==> src/hdl/lpps_defines.svh <==
// Register map, reset values and timing counts of the panel control block
`ifndef LPPS_DEFINES_SVH
`define LPPS_DEFINES_SVH
// Register byte offsets
`define LPPS_OFF_CTRL   8'h00
`define LPPS_OFF_STAT   8'h04
`define LPPS_OFF_MASK   8'h08
`define LPPS_OFF_FBNEXT 8'h0C
`define LPPS_OFF_FBACT  8'h10
`define LPPS_OFF_HTIM   8'h14
`define LPPS_OFF_VTIM   8'h18
`define LPPS_OFF_VSYN   8'h1C
`define LPPS_OFF_PON    8'h20
`define LPPS_OFF_POFF   8'h24
`define LPPS_OFF_DIV    8'h28
`define LPPS_OFF_STATE  8'h2C
// Control bits
`define LPPS_CTRL_PWR    0
`define LPPS_CTRL_EXTCLK 1
// Status bits: frame end, power-on done, power-off done
`define LPPS_ST_FEND  0
`define LPPS_ST_PON   1
`define LPPS_ST_POFF  2
`define LPPS_ST_W     3
// Reset values: 648/480 dots, sync 1 eighth at 71, 648/640 lines
`define LPPS_RST_HTIM 32'h4701_3C51
`define LPPS_RST_VTIM 32'h0280_0288
`define LPPS_RST_VSYN 32'h0286_0001
`define LPPS_RST_PON  32'h0001_0102
`define LPPS_RST_POFF 32'h0001_0105
`define LPPS_RST_DIV  32'h0000_0001
// Pixel address step per dot (one 32-bit word)
`define LPPS_PIX_STEP 32'h0000_0004
// Least reset low time after supply settle, in ns, and in clk cycles
`define LPPS_CLK_NS       100
`define LPPS_RST_LOW_NS   20000
`define LPPS_RST_LOW_CYC  ((`LPPS_RST_LOW_NS + `LPPS_CLK_NS - 1) / `LPPS_CLK_NS)
`endif

==> src/hdl/lpps_pkg.sv <==
// Types shared by the panel control block
package lpps_pkg;
  // Power sequencer states
  typedef enum logic [2:0] {
    LPPS_OFF   = 3'b000,
    LPPS_ON_A  = 3'b001,
    LPPS_ON_B  = 3'b010,
    LPPS_ON_C  = 3'b011,
    LPPS_RUN   = 3'b100,
    LPPS_OFF_A = 3'b101,
    LPPS_OFF_B = 3'b110,
    LPPS_OFF_C = 3'b111
  } lpps_pwr_e;
  // Avalon word types
  typedef logic [31:0] lpps_word_t;
  typedef logic [7:0]  lpps_addr_t;
endpackage : lpps_pkg

==> src/hdl/lpps_top.sv <==
// Panel timing, power sequencing and plane switch with Avalon-MM registers
//
// Overview of operation
// - Supply output high powers panel, low cuts.
// - Dot clock from own clock or external.
// - First power-on step lasts programmed frames.
// - Sync and pixels run before init-enable.
// - Reset stays low at least 20 us; here it stays low for the programmed frames of steps A and B.
// - Reset released before init-enable rises.
// - Off: wait frames, stop sync, reset low.
// - Later off steps each wait programmed frames.
// - New address displays from following frame end.
// - Raster defaults to 480 by 640 portrait.
// - Horizontal timing in units of eight dots.
// - Line total and active given in eighths.
//
// Decided for this implementation: the address map and register access over Avalon-MM.
`include "lpps_defines.svh"
`timescale 1ns/1ps
`default_nettype none
module lpps_top #(
  parameter int DIV_W = 16                    // Dot divider width
) (
  // Clock and reset
  input  wire logic                 clk,
  input  wire logic                 reset_n,
  // Avalon-MM slave
  input  wire lpps_pkg::lpps_addr_t avs_address,
  input  wire logic                 avs_read,
  input  wire logic                 avs_write,
  input  wire logic [3:0]           avs_byteenable,
  input  wire lpps_pkg::lpps_word_t avs_writedata,
  output var  lpps_pkg::lpps_word_t avs_readdata,
  output var  logic                 avs_waitrequest,
  // Interrupt
  output var  logic                 irq,
  // Pixel fetch
  output var  lpps_pkg::lpps_word_t pixel_addr_out,
  input  wire logic [17:0]          pixel_data_in,
  // Panel pins
  input  wire logic                 external_lcd_clock_in,
  output var  logic [17:0]          pixel_data_out,
  output var  logic                 dot_clock_out,
  output var  logic                 line_sync_out,
  output var  logic                 frame_sync_out,
  output var  logic                 display_enable_out,
  output var  logic                 panel_init_enable_out,
  output var  logic                 panel_reset_out,
  output var  logic                 panel_supply_ctrl_out
);
  import lpps_pkg::*;

  // Refuse a divider width outside 2..32
  if (DIV_W < 2 || DIV_W > 32) begin : g_chk
    $error("DIV_W must be 2..32");
  end

  // Registers seen by software
  lpps_word_t ctrl_q, mask_q, fbnext_q, fbact_q;
  lpps_word_t htim_q, vtim_q, vsyn_q, pon_q, poff_q, div_q;
  logic [`LPPS_ST_W-1:0] stat_q;              // Sticky events
  logic                  wait_q;              // Waitrequest flop
  lpps_word_t            rdata_q;             // Read data flop
  // Timing state
  logic [DIV_W-1:0] dcnt_q;                   // Internal divider
  logic             dclk_q;                   // Internal dot level
  logic [2:0]       ext_q;                    // Ext clock sync + edge
  logic [10:0]      hcnt_q;                   // Dot within line
  logic [11:0]      vcnt_q;                   // Line within frame
  logic             fend_q;                   // Frame end pulse
  lpps_pwr_e        pwr_q, pwr_d;             // Power sequencer
  logic [7:0]       fcnt_q;                   // Frames in current step
  logic             irq_q;

  // Bus decode
  wire        req     = avs_read | avs_write;
  wire        wr_go   = avs_write & ~wait_q;  // Write lands at ack edge
  wire [31:0] bemask  = {{8{avs_byteenable[3]}}, {8{avs_byteenable[2]}},
                         {8{avs_byteenable[1]}}, {8{avs_byteenable[0]}}};
  wire        wr_ctrl = wr_go & (avs_address == `LPPS_OFF_CTRL);
  wire        wr_stat = wr_go & (avs_address == `LPPS_OFF_STAT);
  wire        wr_mask = wr_go & (avs_address == `LPPS_OFF_MASK);
  wire        wr_fbn  = wr_go & (avs_address == `LPPS_OFF_FBNEXT);
  wire        wr_htim = wr_go & (avs_address == `LPPS_OFF_HTIM);
  wire        wr_vtim = wr_go & (avs_address == `LPPS_OFF_VTIM);
  wire        wr_vsyn = wr_go & (avs_address == `LPPS_OFF_VSYN);
  wire        wr_pon  = wr_go & (avs_address == `LPPS_OFF_PON);
  wire        wr_poff = wr_go & (avs_address == `LPPS_OFF_POFF);
  wire        wr_div  = wr_go & (avs_address == `LPPS_OFF_DIV);

  // Byte-lane merge of a register with write data
  function automatic lpps_word_t merge(input lpps_word_t old);
    merge = (old & ~bemask) | (avs_writedata & bemask);
  endfunction : merge

  // Read mux; unmapped offsets read zero
  wire lpps_word_t rmux =
    (avs_address == `LPPS_OFF_CTRL)   ? ctrl_q :
    (avs_address == `LPPS_OFF_STAT)   ? {29'h0, stat_q} :
    (avs_address == `LPPS_OFF_MASK)   ? mask_q :
    (avs_address == `LPPS_OFF_FBNEXT) ? fbnext_q :
    (avs_address == `LPPS_OFF_FBACT)  ? fbact_q :
    (avs_address == `LPPS_OFF_HTIM)   ? htim_q :
    (avs_address == `LPPS_OFF_VTIM)   ? vtim_q :
    (avs_address == `LPPS_OFF_VSYN)   ? vsyn_q :
    (avs_address == `LPPS_OFF_PON)    ? pon_q :
    (avs_address == `LPPS_OFF_POFF)   ? poff_q :
    (avs_address == `LPPS_OFF_DIV)    ? div_q :
    (avs_address == `LPPS_OFF_STATE)  ? {29'h0, pwr_q} : 32'h0000_0000;

  // One wait cycle, then ack for one cycle
  always_ff @(posedge clk or negedge reset_n) begin
    if (!reset_n) begin
      wait_q  <= 1'b1;
      rdata_q <= 32'h0000_0000;
    end else begin
      wait_q  <= ~(req & wait_q);
      if (avs_read & wait_q) rdata_q <= rmux;
    end
  end

  // Software registers
  always_ff @(posedge clk or negedge reset_n) begin
    if (!reset_n) begin
      ctrl_q   <= 32'h0000_0000;
      mask_q   <= 32'h0000_0000;
      fbnext_q <= 32'h0000_0000;
      htim_q   <= `LPPS_RST_HTIM;
      vtim_q   <= `LPPS_RST_VTIM;
      vsyn_q   <= `LPPS_RST_VSYN;
      pon_q    <= `LPPS_RST_PON;
      poff_q   <= `LPPS_RST_POFF;
      div_q    <= `LPPS_RST_DIV;
    end else begin
      if (wr_ctrl) ctrl_q   <= merge(ctrl_q) & 32'h0000_0003;
      if (wr_mask) mask_q   <= merge(mask_q) & 32'h0000_0007;
      if (wr_fbn)  fbnext_q <= merge(fbnext_q);
      if (wr_htim) htim_q   <= merge(htim_q);
      if (wr_vtim) vtim_q   <= merge(vtim_q) & 32'h0FFF_0FFF;
      if (wr_vsyn) vsyn_q   <= merge(vsyn_q) & 32'h0FFF_0FFF;
      if (wr_pon)  pon_q    <= merge(pon_q) & 32'h00FF_FFFF;
      if (wr_poff) poff_q   <= merge(poff_q) & 32'h00FF_FFFF;
      if (wr_div)  div_q    <= merge(div_q);
    end
  end

  // Timing fields, horizontal ones in units of eight dots
  wire [10:0] h_tot  = {htim_q[7:0], 3'b000};
  wire [10:0] h_act  = {htim_q[15:8], 3'b000};
  wire [10:0] hs_beg = {htim_q[31:24], 3'b000};
  wire [10:0] hs_end = hs_beg + {htim_q[23:16], 3'b000};
  wire [11:0] v_tot  = vtim_q[11:0];
  wire [11:0] v_act  = vtim_q[27:16];
  wire [11:0] vs_beg = vsyn_q[27:16];
  wire [11:0] vs_end = vs_beg + vsyn_q[11:0];

  // Dot source: own divider or synchronised external clock
  wire use_ext   = ctrl_q[`LPPS_CTRL_EXTCLK];
  wire [DIV_W-1:0] half = div_q[DIV_W-1:0];
  wire div_wrap  = (dcnt_q >= half);
  wire int_tick  = div_wrap & dclk_q;          // Falling internal edge
  wire ext_tick  = ~ext_q[1] & ext_q[2];       // Falling external edge
  wire dot_tick  = use_ext ? ext_tick : int_tick;
  wire dot_level = use_ext ? ext_q[1] : (dclk_q ^ div_wrap); // Next level

  // Divider and external clock synchroniser
  always_ff @(posedge clk or negedge reset_n) begin
    if (!reset_n) begin
      dcnt_q <= '0;
      dclk_q <= 1'b0;
      ext_q  <= 3'b000;
    end else begin
      dcnt_q <= div_wrap ? '0 : dcnt_q + 1'b1;
      if (div_wrap) dclk_q <= ~dclk_q;
      ext_q  <= {ext_q[1:0], external_lcd_clock_in};
    end
  end

  // Raster counters, run while the supply is on
  wire run_tg  = (pwr_q != LPPS_OFF);
  wire h_last  = (hcnt_q >= h_tot - 11'd1);
  wire v_last  = (vcnt_q >= v_tot - 12'd1);
  wire fend_d  = run_tg & dot_tick & h_last & v_last;
  wire in_act  = (hcnt_q < h_act) & (vcnt_q < v_act);
  wire in_hs   = (hcnt_q >= hs_beg) & (hcnt_q < hs_end);
  wire in_vs   = (vcnt_q >= vs_beg) & (vcnt_q < vs_end);
  always_ff @(posedge clk or negedge reset_n) begin
    if (!reset_n) begin
      hcnt_q <= 11'h000;
      vcnt_q <= 12'h000;
      fend_q <= 1'b0;
    end else begin
      fend_q <= fend_d;
      if (!run_tg) begin
        hcnt_q <= 11'h000;
        vcnt_q <= 12'h000;
      end else if (dot_tick) begin
        hcnt_q <= h_last ? 11'h000 : hcnt_q + 11'd1;
        if (h_last) vcnt_q <= v_last ? 12'h000 : vcnt_q + 12'd1;
      end
    end
  end

  // Period of the current power step, zero read as one frame
  wire [7:0] per =
    (pwr_q == LPPS_ON_A)  ? pon_q[7:0]   :
    (pwr_q == LPPS_ON_B)  ? pon_q[15:8]  :
    (pwr_q == LPPS_ON_C)  ? pon_q[23:16] :
    (pwr_q == LPPS_OFF_A) ? poff_q[7:0]  :
    (pwr_q == LPPS_OFF_B) ? poff_q[15:8] : poff_q[23:16];
  wire step_done = fend_q & ({1'b0, fcnt_q} + 9'd1 >= {1'b0, per});
  wire pwr_req   = ctrl_q[`LPPS_CTRL_PWR];

  // Power sequencer next state
  always_comb begin
    pwr_d = pwr_q;
    case (pwr_q)
      LPPS_OFF:   if (pwr_req) pwr_d = LPPS_ON_A;
      LPPS_ON_A:  if (step_done) pwr_d = LPPS_ON_B;
      LPPS_ON_B:  if (step_done) pwr_d = LPPS_ON_C;
      LPPS_ON_C:  if (step_done) pwr_d = LPPS_RUN;
      LPPS_RUN:   if (!pwr_req && fend_q) pwr_d = LPPS_OFF_A;
      LPPS_OFF_A: if (step_done) pwr_d = LPPS_OFF_B;
      LPPS_OFF_B: if (step_done) pwr_d = LPPS_OFF_C;
      LPPS_OFF_C: if (step_done) pwr_d = LPPS_OFF;
      default:    pwr_d = LPPS_OFF;
    endcase
  end

  // Step outputs: sync runs from step B until off step A ends
  wire sync_on = (pwr_d == LPPS_ON_B) | (pwr_d == LPPS_ON_C) |
                 (pwr_d == LPPS_RUN) | (pwr_d == LPPS_OFF_A);
  wire rst_hi  = (pwr_d == LPPS_ON_C) | (pwr_d == LPPS_RUN) |
                 (pwr_d == LPPS_OFF_A);
  wire pon_ev  = (pwr_q == LPPS_ON_C) & (pwr_d == LPPS_RUN);
  wire poff_ev = (pwr_q == LPPS_OFF_C) & (pwr_d == LPPS_OFF);

  // Sequencer state, frame count and panel power pins
  always_ff @(posedge clk or negedge reset_n) begin
    if (!reset_n) begin
      pwr_q                 <= LPPS_OFF;
      fcnt_q                <= 8'h00;
      panel_supply_ctrl_out <= 1'b0;
      panel_reset_out       <= 1'b0;
      panel_init_enable_out <= 1'b0;
    end else begin
      pwr_q  <= pwr_d;
      fcnt_q <= (pwr_d != pwr_q) ? 8'h00 : fcnt_q + {7'h00, fend_q};
      panel_supply_ctrl_out <= (pwr_d != LPPS_OFF);
      panel_reset_out       <= rst_hi;
      panel_init_enable_out <= (pwr_d == LPPS_RUN);
    end
  end

  // Sync, enable, dot clock and pixel pins
  wire sync_run = (pwr_q == LPPS_ON_B) | (pwr_q == LPPS_ON_C) |
                  (pwr_q == LPPS_RUN) | (pwr_q == LPPS_OFF_A);
  always_ff @(posedge clk or negedge reset_n) begin
    if (!reset_n) begin
      line_sync_out      <= 1'b0;
      frame_sync_out     <= 1'b0;
      display_enable_out <= 1'b0;
      pixel_data_out     <= 18'h0_0000;
      dot_clock_out      <= 1'b0;
    end else begin
      dot_clock_out <= sync_on & dot_level;
      if (!sync_on) begin
        line_sync_out      <= 1'b0;
        frame_sync_out     <= 1'b0;
        display_enable_out <= 1'b0;
        pixel_data_out     <= 18'h0_0000;
      end else if (dot_tick) begin
        line_sync_out      <= ~in_hs;
        frame_sync_out     <= ~in_vs;
        display_enable_out <= in_act;
        pixel_data_out     <= in_act ? pixel_data_in : 18'h0_0000;
      end
    end
  end

  // Plane address: staged write shown from the next frame end
  always_ff @(posedge clk or negedge reset_n) begin
    if (!reset_n) begin
      fbact_q        <= 32'h0000_0000;
      pixel_addr_out <= 32'h0000_0000;
    end else if (fend_d) begin
      fbact_q        <= fbnext_q;
      pixel_addr_out <= fbnext_q;
    end else if (dot_tick & sync_run & in_act) begin
      pixel_addr_out <= pixel_addr_out + `LPPS_PIX_STEP;
    end
  end

  // Sticky events, set wins over a write-one clear
  wire [`LPPS_ST_W-1:0] ev_set = {poff_ev, pon_ev, fend_d};
  wire [`LPPS_ST_W-1:0] st_clr = wr_stat ?
                          (avs_writedata[2:0] & bemask[2:0]) : 3'b000;
  wire [`LPPS_ST_W-1:0] stat_d = (stat_q & ~st_clr) | ev_set;
  always_ff @(posedge clk or negedge reset_n) begin
    if (!reset_n) begin
      stat_q <= 3'b000;
      irq_q  <= 1'b0;
    end else begin
      stat_q <= stat_d;
      irq_q  <= |(stat_d & mask_q[2:0]);
    end
  end

  assign avs_waitrequest = wait_q;
  assign avs_readdata    = rdata_q;
  assign irq             = irq_q;

  // Helper counts for the checks below
  logic [15:0] rlow_q;                         // Cycles in step B
  logic [7:0]  power_off_period_c_q;                         // Frames in off step A
  always_ff @(posedge clk or negedge reset_n) begin
    if (!reset_n) begin
      rlow_q <= 16'h0000;
      power_off_period_c_q <= 8'h00;
    end else begin
      rlow_q <= (pwr_q == LPPS_ON_B) ? rlow_q + 16'd1 : 16'h0000;
      power_off_period_c_q <= (pwr_q == LPPS_OFF_A) ? power_off_period_c_q + {7'h00, fend_q} : 8'h00;
    end
  end
  // Checks
  supply_first_a: assert property (@(posedge clk) disable iff (!reset_n)
    $rose(panel_supply_ctrl_out) |-> !panel_reset_out &&
      !panel_init_enable_out && !display_enable_out)
    else $error("supply rose with panel already active");
  sync_before_init_a: assert property (@(posedge clk) disable iff (!reset_n)
    $rose(panel_init_enable_out) |-> $past(sync_run, 2) && sync_run)
    else $error("init rose before sync output ran");
  reset_low_min_a: assert property (@(posedge clk) disable iff (!reset_n)
    (pwr_q == LPPS_ON_B && pwr_d == LPPS_ON_C) |->
      rlow_q >= 16'(`LPPS_RST_LOW_CYC))
    else $error("panel reset released too early");
  reset_before_init_a: assert property (@(posedge clk) disable iff (!reset_n)
    $rose(panel_init_enable_out) |-> $past(panel_reset_out, 2))
    else $error("init rose before reset release");
  off_wait_a: assert property (@(posedge clk) disable iff (!reset_n)
    (pwr_q == LPPS_OFF_A && pwr_d == LPPS_OFF_B) |->
      fend_q && ({1'b0, power_off_period_c_q} + 9'd1 >= {1'b0, poff_q[7:0]}))
    else $error("sync stopped before off wait elapsed");
  off_order_a: assert property (@(posedge clk) disable iff (!reset_n)
    $fell(panel_supply_ctrl_out) |-> !panel_reset_out &&
      $past(!line_sync_out && !panel_reset_out, 2))
    else $error("supply cut before reset and sync stopped");
  plane_at_end_a: assert property (@(posedge clk) disable iff (!reset_n)
    $changed(fbact_q) |-> $past(fend_d))
    else $error("plane address changed mid frame");
  hsync_eighths_a: assert property (@(posedge clk) disable iff (!reset_n)
    $fell(line_sync_out) |-> $past(hcnt_q[2:0]) == 3'd0)
    else $error("line sync not on an eight dot boundary");
  enable_active_a: assert property (@(posedge clk) disable iff (!reset_n)
    display_enable_out |-> panel_supply_ctrl_out && hcnt_q != 11'h000 &&
      hcnt_q <= h_act && vcnt_q < v_act)
    else $error("data enable outside active pixels");
  bus_ack_a: assert property (@(posedge clk) disable iff (!reset_n)
    (avs_read || avs_write) && avs_waitrequest |=> !avs_waitrequest)
    else $error("bus ack not one cycle after request");
  power_on_c: cover property (@(posedge clk) disable iff (!reset_n)
    pon_ev);
  power_off_c: cover property (@(posedge clk) disable iff (!reset_n)
    poff_ev);
  plane_switch_c: cover property (@(posedge clk) disable iff (!reset_n)
    $changed(fbact_q) && panel_init_enable_out);
endmodule : lpps_top
`default_nettype wire

==> config.mk <==
export PLATFORM = sky130hd
export DESIGN_NAME = lpps_top
export DESIGN_NICKNAME = d
export VERILOG_FILES = /design/src/hdl/lpps_pkg.sv /design/src/hdl/lpps_top.sv
export VERILOG_INCLUDE_DIRS = /design/src /design/src/hdl
export SDC_FILE = /design/constraint.sdc
export NUM_CORES = 1
export LEC_CHECK = 0
export BUFFER_PORTS_ARGS = -buffer_cell sky130_fd_sc_hd__buf_2
export CORE_AREA = 2 2 233 235
export CTS_CLUSTER_DIAMETER = 200
export CTS_CLUSTER_SIZE = 28
export DETAILED_ROUTE_END_ITERATION = 8
export DIE_AREA = 0 0 235 237
export PLACE_DENSITY = 0.6
export SETUP_SLACK_MARGIN = 0.02
export SYNTH_ARGS = -nofsm -noshare
export SYNTH_HDL_FRONTEND = slang
export SYNTH_SLANG_ARGS = --single-unit
==> constraint.sdc <==
create_clock -name clk -period 3.6 [get_ports clk]
set_clock_uncertainty 0.2 [all_clocks]
set_input_delay 0.36 -clock clk [delete_from_list [all_inputs] [get_ports clk]]
set_output_delay 0.36 -clock clk [all_outputs]
set_load 0.05 [all_outputs]
; ---- Word level (Yosys, flattened, before mapping)
; Cells that the tools add are included.
[op_classes]
add_sub_neg = 10
magnitude_cmp = 10
eq_ne = 26
muxes = 49
bitwise_logic = 68
reduce_logical = 10
[op_table]
columns = op, count
row1 = $mux 32, 13
row2 = $and 32x32->32, 4
row3 = $or 32x32->32, 3
row4 = $and 28x28->28, 2
row5 = $or 28x28->28, 2
row6 = $mux 18, 3
row7 = $and 24x24->24, 2
row8 = $mux 12, 4
row9 = $mux 8, 6
row10 = $or 24x24->24, 2
row11 = $mux 11, 3
row12 = $add 32x3->32 const B, 1
row13 = $eq 8x5->1 const B, 4
row14 = $eq 8x6->1 const B, 4
row15 = $not 32->32, 1
row16 = $mux 3, 10
row17 = $and 1x1->1, 27
row18 = $ge 12x12->1, 2
row19 = $lt 12x12->1, 2
row20 = $pmux 3 s8, 1
row21 = $ge 11x11->1, 2
row22 = $lt 11x11->1, 2
row23 = $eq 3x3->1 const B, 6
row24 = $add 16x1->16 const B, 1
row25 = 35 further kinds, 66
[totals]
register_bits = 378
inputBits = 67
out_inout_bits = 91
elab_cells = 204

; ---- Depth between registers and ports, before layout
[depth]
word_depth = 15
ltp_mapped = 19
depth_no_buf = 16

; ---- Least setup slack after synthesis
; OpenSTA, ideal clock, no wires.
[synth_path]
kind = reg-to-reg
start = reg dcnt_q[0]
end = reg pixel_addr_out[18]
setup_ns = 0.125
arrival_time_ns = 3.557
required_time_ns = 3.275
path_slack_ns = -0.282
path_stages_with_launch = 20
n_path_buf = 3
synth_period_minus_slack_ns = 3.882
path_cell_list = dfrtp_1 > inv_1 > ha_1 > nand2b_1 > a21o_1 > a21o_1 > a21oi_1 > o21ai_0 > a21o_1 > clkbuf_1 > clkbuf_1 > ha_1 > nand2b_1 > a22oi_1 > o211ai_2 > a2111oi_4 > buf_6 > nand3_1 > xnor2_1 > mux2_2
[synth_via]
elab_chain_len = 7
word_cells_on_any_way = 10
[synth_rtl]
columns = item, line
row1 = start: declaration, lpps_top.sv:65  ; logic [DIV_W-1:0] dcnt_q;
row2 = start signal: assignment, lpps_top.sv:173  ; dcnt_q <= div_wrap ? '0 : dcnt_q + 1'b1;
row3 = $ge 16x16->1 (*), lpps_top.sv:160  ; wire div_wrap = (dcnt_q >= half);
row4 = $and 1x1->1 (*), lpps_top.sv:161  ; wire int_tick = div_wrap & dclk_q;
row5 = $mux 1 (*), lpps_top.sv:163  ; wire dot_tick = use_ext ? ext_tick : int_tick;
row6 = $and 1x1->1 (3 in a row), lpps_top.sv:183  ; wire fend_d = run_tg & dot_tick & h_last & v_last;
row7 = $mux 32 or $reduce_bool 2->1 (tied branches), n/a
row8 = end signal: assignment, lpps_top.sv:288  ; pixel_addr_out <= fbnext_q;
row9 = end signal: assignment, lpps_top.sv:290  ; pixel_addr_out <= pixel_addr_out + `LPPS_PIX_STEP;
row10 = end: declaration, lpps_top.sv:38  ; output var lpps_pkg::lpps_word_t pixel_addr_out,
; Mark *: on every way between the ends. The rest lies on a longest branch, timed or not.
; A chain may end at the register's enable or synchronous reset.

==> reports/results.ini <==
[status]
status=finished with violations
failed_checks=setup timing

[floorplan]
die-area_um2=55700
die_w_um=235
ios=158
start_util=0.394
coreArea_um2=53300
rows=85
dieHeight_um=237

[global_route]
grt_max_degree=86
grt_antenna_before_repair=1
gr-total-overflow=0
grt_pass1_wl_um=110000
grt_pass1_vias=17615
grt_usage=0.258

[clocking]
clk_pin_slew_ps=120
root_buffer=clkbuf_16
cts_sinks=378
clockBufferDepth=3
clkLatencyLatePin_ps=570
cts_tree=yes
htreeDepth=1
cts_buffers=17

[synthesis]
synthCells=2057
synth_most_common_cell=dfrtp_1
syn_avg_cell_area_um2=10.2
syn_nets=2255
yosys-top-cells-area=dfrtp_1 41%, mux2_2 10%, ha_1 7.7%, nand2_1 4.3%, dfstp_2 3.9%
synth.top_cell.area_share=0.414
synth_seq_area_share=0.452
yosysWarnings=0
synth_area_um2=21000
synth-edff-count=0
synthFlopType=dfrtp_1
yosysUniqueCellTypes=77
synth_common_cells=347 x dfrtp_1, 239 x nand2_1, 193 x mux2_2, 141 x a21oi_1
synth_seq_cells=378
synth-async-reset-ratio=1.00
post-synth-top-area-cell=dfrtp_1

[sta]
timing.fmax_mhz=275
timing.final.crit_share=1.01
hold_viol=0
setup_violations=1
setup_slack_ps=-31.1
rsz0062_at_grt=true
relSlewSlack=0.411
fin_crit_ps=3630
tightestPinTransition_ps=880
slew_viol_final=0

[place]
routabilityCongestion=0.939
preCtsSetupSlack_ps=-337
dp_hpwl_um=55300
io_buffer_count=157

[detailed_routing]
drt-total-wl_um=73500
wl_met3_um=4740
highest_layer=met5
first_pass_iters=5
wl_met2_um=34100
viasPerCell=5.74
detail-route-antenna-nets=0
vias=17657
wl_met1_um=32000
drc_errors=0
drt_iter0_drc=1463
wire_per_inst_um=23.9

[min_path]
hp-class=in2reg
worstHoldStart=avs_writedata[20]
hold_depth=2

[power_and_ir_drop]
power.density_nw_per_um2=314
p_leak_nw=12.2
peakVddDrop_mv=0.374

[setup_path]
crit_family=compound AO/OA/AOI/OAI gates
critPathMaxFanout=2
critPathRequiredTime_ps=3860
startpoint_type=register
slowest_stage=a2111oi_4
cp.buffers_inverters=0
slowest_delay_ps=440
r2r_setup_slack_ps=-30
critPathKind=reg2reg
crit_path_end_kind=register
path_depth=14
reg2reg_depth=14
path_cells=ha_2 -> fa_2 -> a21o_1 -> a21oi_2 -> o21bai_2 -> a2111oi_4 -> o31ai_4 -> a21oi_2 -> xor2_1 -> ha_1 -> a21o_1 -> a2111oi_4 -> o211a_1 -> a211oi_2
cp_data_arrival_time_ps=3890

[cells_and_area]
fin_util=0.473
nFillCells=4963
layout-drive-gt1-share=0.283
area_growth_pct=20.2
nNetsFinal=2565

[flow_run]
cap_viol_max_count=0

==> final timing paths <==
check	endpoint
max	frame_sync_out
min	register
max reg2reg	frame_sync_out
min reg2reg	ext_q[1]
max in group asynchronous	asynchronous set/reset pin
min in group asynchronous	avs_readdata[17]
==> kinds of logic (layout without fill, tap and decap cells) <==
kind of cell / count (synthesis) / in the layout / share of synthesized area
xor gates and xnor gates: 97 / 97 / 0.0405
muxes: 206 / 206 / 0.110
other: 0 / 1 / 0
and+or+nand+nor: 580 / 580 / 0.128
DFF: 378 / 378 / 0.452
buffers and inverters: 180 / 501 / 0.0346
AOI/OAI and AO/OA: 485 / 485 / 0.156
adders and majority gates: 131 / 131 / 0.0788
==> metrics by stage <==
stage	instances	area, µm²	power (mW)	hold WS, ps	setup TNS, ps
CTS	3053	24700	7.92	5.41	-51.1
detailed placement	2967	23500	5.46	135	-4360
global route	3074	25200	8.20	22.6	-3390
floorplan	2057	21000	4.94	-136	-19.5
finish	3075	25200	7.93	43.9	-31.1
global placement	2967	23500	5.45	135	-4000
==> power by group <==
part	internal [mW]	switching, mW	total [mW]
clock network	0.925	1.47	2.40
logic	0.420	0.734	1.15
registers	4.31	0.0657	4.38
==> area by class of cell <==
type / instances / area [µm²] / share of cell area
clock inverters: 2 / 25.0 / 0.000992
clock buffers: 28 / 467 / 0.0185
well taps: 696 / 871 / 0.0345
multi-input cells: 1499 / 11200 / 0.443
repair buffers: 377 / 2820 / 0.112
inverters: 94 / 353 / 0.0140
diodes: 1 / 2.50 / 0.0000992
flip-flops and latches: 378 / 9500 / 0.377
==> cells in the final DEF (no fill, tap or decap), types with 13 or more instances in the layout <==
| cell | synthesis | final |
|---|---|---|
| a21o_1 | 28 | 28 |
| a21oi_1 | 141 | 119 |
| a21oi_2 | 0 | 21 |
| a22o_1 | 25 | 25 |
| a22oi_1 | 62 | 60 |
| and2_1 | 15 | 13 |
| and3_1 | 20 | 20 |
| buf_2 | 20 | 156 |
| buf_4 | 3 | 151 |
| clkbuf_16 | 0 | 20 |
| dfrtp_1 | 347 | 346 |
| dfstp_2 | 31 | 31 |
| dlygate4sd3_1 | 0 | 44 |
| ha_1 | 129 | 123 |
| inv_1 | 93 | 91 |
| mux2_2 | 193 | 191 |
| mux2i_1 | 13 | 13 |
| nand2_1 | 239 | 236 |
| nand2b_1 | 14 | 13 |
| nand3_1 | 55 | 48 |
| nand4_1 | 18 | 18 |
| nor2_1 | 129 | 127 |
| nor2b_1 | 16 | 16 |
| nor3_1 | 16 | 14 |
| o21ai_0 | 75 | 70 |
| o21ai_1 | 10 | 13 |
| o221ai_1 | 20 | 20 |
| xnor2_1 | 43 | 43 |
| xor2_1 | 54 | 54 |
==> layer usage <==
metal | up-vias | GRT usage
met5 | - | 0
met4 | 2 | 0.0823
met3 | 109 | 0.0423
met2 | 656 | 0.420
met1 | 8838 | 0.352
li1 | 8052 | -
==> repair_timing <==
| action | CTS | global route |
|---|---|---|
| gates cloned | 1 | 3 |
| gates resized for setup | 26 | 70 |
| setup endpoints to repair | 39 | 115 |
| pin swaps | 20 | 40 |
| setup buffers | 11 | 18 |
| hold endpoints to repair | 186 | 0 |
| hold buffers | 44 | 0 |
Power figures use the tool's default switching activity.
